===== config.mk =====
export PLATFORM = sky130hd
export DESIGN_NAME = byte_fifo_flat
export DESIGN_NICKNAME = d
export VERILOG_FILES = /design/src/hdl/byte_fifo_if.sv /design/src/hdl/byte_fifo.sv /design/src/flat_wrapper.sv
export SDC_FILE = /design/constraint.sdc
export NUM_CORES = 1
export LEC_CHECK = 0
export CAP_MARGIN = 20
export CORE_ASPECT_RATIO = 1.25
export CORE_MARGIN = 1.5
export CORE_UTILIZATION = 55
export CTS_BUF_LIST = sky130_fd_sc_hd__clkbuf_4 sky130_fd_sc_hd__clkbuf_8
export CTS_CLUSTER_SIZE = 24
export DETAILED_ROUTE_END_ITERATION = 16
export DONT_BUFFER_PORTS = 1
export PLACE_DENSITY = 0.7
export SETUP_SLACK_MARGIN = 0.2
export SLEW_MARGIN = 10
export SYNTH_ARGS = -nofsm -noshare
export SYNTH_HDL_FRONTEND = slang
export SYNTH_SLANG_ARGS = --single-unit

===== constraint.sdc =====
create_clock -name sys_clk -period 2.8 [get_ports sys_clk]
set_input_delay 0.56 -clock sys_clk [delete_from_list [all_inputs] [get_ports sys_clk]]
set_output_delay 0.56 -clock sys_clk [all_outputs]
set_load 0.01 [all_outputs]

===== src/hdl/byte_fifo_if.sv =====
// carrier between the dump engine and its byte fifo
`timescale 1ns/10ps
interface byte_fifo_if #(
	parameter int WIDTH = 8
);
	logic wr_valid;
	logic wr_ready;
	logic [WIDTH-1:0] wr_data;
	logic rd_valid;
	logic rd_ready;
	logic [WIDTH-1:0] rd_data;
	logic flush;

	modport user (
		output wr_valid, wr_data, rd_ready, flush,
		input wr_ready, rd_valid, rd_data
	);

	modport store (
		input wr_valid, wr_data, rd_ready, flush,
		output wr_ready, rd_valid, rd_data
	);
endinterface


===== src/hdl/byte_fifo.sv =====
// small synchronous fifo with valid/ready on both sides and a flush
`timescale 1ns/10ps
module byte_fifo #(
	parameter int WIDTH = 8,
	parameter int DEPTH = 8
) (
	input wire logic sys_clk,
	input wire logic resetn,
	byte_fifo_if.store port
);
	localparam int AW = $clog2(DEPTH);

	typedef struct packed {
		logic [DEPTH-1:0][WIDTH-1:0] mem;
		logic [AW:0] wr_ptr;
		logic [AW:0] rd_ptr;
	} fifo_state_type;

	fifo_state_type st_reg;
	fifo_state_type st_next;
	logic full;
	logic empty;

	// depth must be a power of two for the wrap bit to work
	assign empty = st_reg.wr_ptr == st_reg.rd_ptr;
	assign full = (st_reg.wr_ptr[AW] != st_reg.rd_ptr[AW]) &&
		(st_reg.wr_ptr[AW-1:0] == st_reg.rd_ptr[AW-1:0]);
	assign port.wr_ready = !full;
	assign port.rd_valid = !empty;
	assign port.rd_data = st_reg.mem[st_reg.rd_ptr[AW-1:0]];

	always_comb begin
		st_next = st_reg;
		if (port.flush) begin
			st_next.wr_ptr = '0;
			st_next.rd_ptr = '0;
		end else begin
			if (port.wr_valid && !full) begin
				st_next.mem[st_reg.wr_ptr[AW-1:0]] = port.wr_data;
				st_next.wr_ptr = st_reg.wr_ptr + 1'b1;
			end
			if (port.rd_ready && !empty) begin
				st_next.rd_ptr = st_reg.rd_ptr + 1'b1;
			end
		end
	end

	always_ff @(posedge sys_clk or negedge resetn) begin
		if (!resetn) begin
			st_reg <= '0;
		end else begin
			st_reg <= st_next;
		end
	end
endmodule


===== src/flat_wrapper.sv =====
// flat-port wrapper written by rule: the top's interface ports become plain ports
module byte_fifo_flat 
#(
	parameter int WIDTH = 8,
	parameter int DEPTH = 8
)
  (sys_clk, resetn, port_wr_valid, port_wr_data, port_rd_ready, port_flush, port_wr_ready, port_rd_valid, port_rd_data);
  byte_fifo_if #(.WIDTH(WIDTH)) port_i ();
  input wire logic sys_clk;
  input wire logic resetn;
  input wire logic [$bits(port_i.wr_valid)-1:0] port_wr_valid;
  input wire logic [$bits(port_i.wr_data)-1:0] port_wr_data;
  input wire logic [$bits(port_i.rd_ready)-1:0] port_rd_ready;
  input wire logic [$bits(port_i.flush)-1:0] port_flush;
  output wire logic [$bits(port_i.wr_ready)-1:0] port_wr_ready;
  output wire logic [$bits(port_i.rd_valid)-1:0] port_rd_valid;
  output wire logic [$bits(port_i.rd_data)-1:0] port_rd_data;
  assign port_i.wr_valid = port_wr_valid;
  assign port_i.wr_data = port_wr_data;
  assign port_i.rd_ready = port_rd_ready;
  assign port_i.flush = port_flush;
  assign port_wr_ready = port_i.wr_ready;
  assign port_rd_valid = port_i.rd_valid;
  assign port_rd_data = port_i.rd_data;
  byte_fifo #(.WIDTH(WIDTH), .DEPTH(DEPTH)) u_core (.sys_clk(sys_clk), .resetn(resetn), .port(port_i));
endmodule

==> summary.md <==
| Metric | Value |
|---|---|
| Register-to-Register Path Depth | `5` |
| Most common flop cell mapped by yosys | `dfrtp_1` |
| Slowest stage cell, crit path | `or4_1` |
| Total of buffers placed on input and output ports | `0` |
| Min cycle time layout | `2530 ps` |
| Most instantiated library cell after synthesis | `dfrtp_1` |
| Post-Route Hold Slack | `102 ps` |
| Area of the die | `6770 um^2` |
| Post CTS Setup Buffer Count | `0` |
| Yosys warns | `0` |
| Vias post-DR | `1941` |
| Max Clk Rate | `396 MHz` |
| Endpoint of the lowest-slack register-to-register path | `u_core.st_reg[33]$_DFFE_PN0P_` |
| Placed Instances | `304` |
| Post-synth net total | `241` |
| Detail Placement HPWL | `4460 um` |
| Routed length per placed instance | `21.2 um` |
| Share of layout cells above drive strength 1 | `0.492` |
| Antenna violations before repair | `0` |
| WP buf/inv | `1` |
| Commonest cells post-synth | `dfrtp_1, mux2_2, mux4_2` |
| Mapped Cells | `226` |
| Share of async-settable or async-resettable flops after synthesis | `1.00` |
| Critical path's largest stage delay | `800 ps` |
| Number of pins exceeding their max-slew limit in the final report | `0` |
| DRC violation count after routing | `0` |
| Standby leakage power | `1.67 nW` |
| Critical path depth in cells | `5` |
| Vias in the first global route | `2106` |
| Library cell with the largest summed area after synthesis | `dfrtp_1` |
| Kind of cell with the highest combined delay on the critical path | `simple AND/OR/NAND/NOR gates` |
| Worst Max-Slew Pin Slew | `807 ps` |
| Avg Cell Area, Syn | `15.3 um^2` |
| Cell breakdown of the critical path | `xor2_1, nor4_2, buf_4, or4_1, mux2_2` |
| Number of distinct library cells after synthesis | `31` |
| Clock tree from TritonCTS | `built` |
| Sequential share of the synthesized area | `0.521` |
| I/O pins | `23` |
| Area inside the core boundary | `6130 um^2` |
| Count of standard-cell rows | `32` |
| Worst max-slew margin expressed relative to the limit | `0.458` |
| Count of final setup violators | `0` |
| Clock tree sinks | `72` |
| Wire length of the first global-routing pass | `11000 um` |
| Critical path capture point type | `register` |
| Beginning of the worst register-to-register path | `u_core.st_reg[4]$_DFFE_PN0P_` |
| Weighted congestion reported at the end of routability-driven placement | `0.846` |
| Number of violations of the max-capacitance limit | `0` |
| Data required, critical path | `3030 ps` |
| Top cells by area, synth | `dfrtp_1, mux2_2, mux4_2` |
| Final hold violation count | `0` |
| Gr usage total | `0.227` |
| Post-layout total power | `2.66 mW` |
| Setup crit start | `u_core.st_reg[4]$_DFFE_PN0P_` |
| Number of flip-flops under the largest register name | `72` |
| Critical path endpoint | `u_core.st_reg[33]$_DFFE_PN0P_` |
| Unrepaired setup endpoints after global routing | `false` |
| Category of the critical setup timing path | `reg2reg` |
| Class of the tightest hold or removal check | `in2async` |
| Die height | `91.6 um` |
| Worst Skew | `3.64 ps` |
| Top-area cell type share of the netlist area | `0.521` |
| Largest voltage drop on the vdd net | `0.437 mV` |
| Starting Density | `0.564` |
| Post-route ant nets | `0` |
| Total iterations of the first detailed-routing run | `4` |
| Cell Count, Final, Fillers Out | `321` |
| Clock Root Buffer | `clkbuf_8` |
| Area Growth Syn to Fin | `9.27%` |
| Number of flip-flops and latches in the synthesized netlist | `72` |
| Count of flip-flops with a built-in enable after synthesis | `0` |
| Outcome | `completed` |
| Slack of the worst reg-to-reg path | `270 ps` |
| Pin count of the biggest net entering global routing | `73` |
| Largest fanout of any net on the critical path | `8` |
| Clock latency of the later-clocked register in the worst-skew pair | `340 ps` |
| Tcrit/Tclk final | `0.902` |
| Power density normalized to cell area | `705 nW/um^2` |
| Buffers from clock root to sink, at most | `2` |
| Ratio of routed vias to standard cells | `6.05` |
| # H-tree levels | `3` |
| TritonCTS buffer count | `9` |
| Antenna fix cells | `0` |
| Clock slew at the register clock pins of the worst setup and hold paths | `70 ps` |
| Setup TNS Final | `0 ps` |
| DRT iter0 DRCs | `89` |
| Startpoint Class | `register` |
| Arrival time worst endpoint | `2750 ps` |
| Total global routing overflow | `0` |
| Post-layout net count | `246` |
| Die width | `73.9 um` |
| Post-Syn Area | `3460 um^2` |
| Routed Wire Length | `6810 um` |
==> stage by stage <==
stage	worst slack [ps]	instance area (um^2)	utilization
floorplan	634	3460	-
global placement	438	3540	0.577
detailed placement	303	3540	0.577
CTS	236	3770	0.615
global route	196	3780	0.616
finish	274	3780	0.616
==> timing repair <==
| action | CTS | global route |
|---|---|---|
| setup endpoints to repair | 0 | 11 |
| gates resized for setup | 0 | 2 |
| hold buffers | 1 | 0 |
| endpoints found under the hold margin | 72 | 0 |
==> per-layer routing <==
| metal | global-route usage | wire [um] | vias to the layer above |
|---|---|---|---|
| met2 | 0.373 | 3620 | 39 |
| met1 | 0.282 | 2770 | 1041 |
| li1 | - | - | 848 |
| met5 | 0 | 0 | - |
| met3 | 0.0495 | 242 | 13 |
| met4 | 0.103 | 178 | 0 |
==> area by class of cell <==
| type | count | area [um^2] |
|---|---|---|
| clock buffer | 14 | 193 |
| clock inverter | 2 | 10.0 |
| fill | 469 | 2350 |
| inverter | 3 | 11.3 |
| multi-input combinational | 140 | 1590 |
| sequential | 72 | 1800 |
| tap | 85 | 106 |
| timing repair buffer | 5 | 61.3 |
==> worst min path at each step <==
| stage | slack, ps | start | to |
|---|---|---|---|
| final | 100 | resetn | u_core.st_reg[21]$_DFFE_PN0P_ |
| after global routing | 110 | resetn | u_core.st_reg[45]$_DFFE_PN0P_ |
| after CTS | 100 | resetn | u_core.st_reg[45]$_DFFE_PN0P_ |
| after detailed placement | 270 | resetn | u_core.st_reg[21]$_DFFE_PN0P_ |
| after global placement | 270 | resetn | u_core.st_reg[13]$_DFFE_PN0P_ |
| after floorplan | 260 | resetn | u_core.st_reg[0]$_DFFE_PN0P_ |
==> report_power, final <==
part | internal (mW) | total (mW) | switching (mW) | leakage [nW]
Combinational | 0.317 | 0.567 | 0.250 | 0.609
Clock | 0.440 | 0.801 | 0.361 | 0.108
Sequential | 1.20 | 1.29 | 0.0898 | 0.950
Total | 1.96 | 2.66 | 0.700 | 1.67
==> cell usage in the layout, fill, tap and decap left out, types with 2 or more instances in the layout <==
cell / n
or3_1: 4
clkinv_2: 2
nor2_1: 5
mux4_2: 16
nand2b_1: 2
o21ai_0: 3
dfrtp_1: 72
nand2_1: 6
o41ai_1: 2
mux2_2: 70
mux2_1: 2
clkbuf_8: 14
mux2i_1: 2
xor2_1: 5
inv_1: 3
a21oi_1: 3
nor4_4: 4
ha_1: 2
buf_4: 3
nand4_1: 2
==> cell families after synthesis <==
group                      Yosys count  share of synthesized area
muxes                               90                      0.345
adders and majority gates            2                    0.00724
and+or+nand+nor                     31                     0.0673
AOI/OAI and AO/OA                   10                     0.0181
xor gates and xnor gates             7                     0.0199
DFF                                 72                      0.521
buffers and inverters               14                     0.0214
Note: power is estimated with default switching activity, not from simulation.
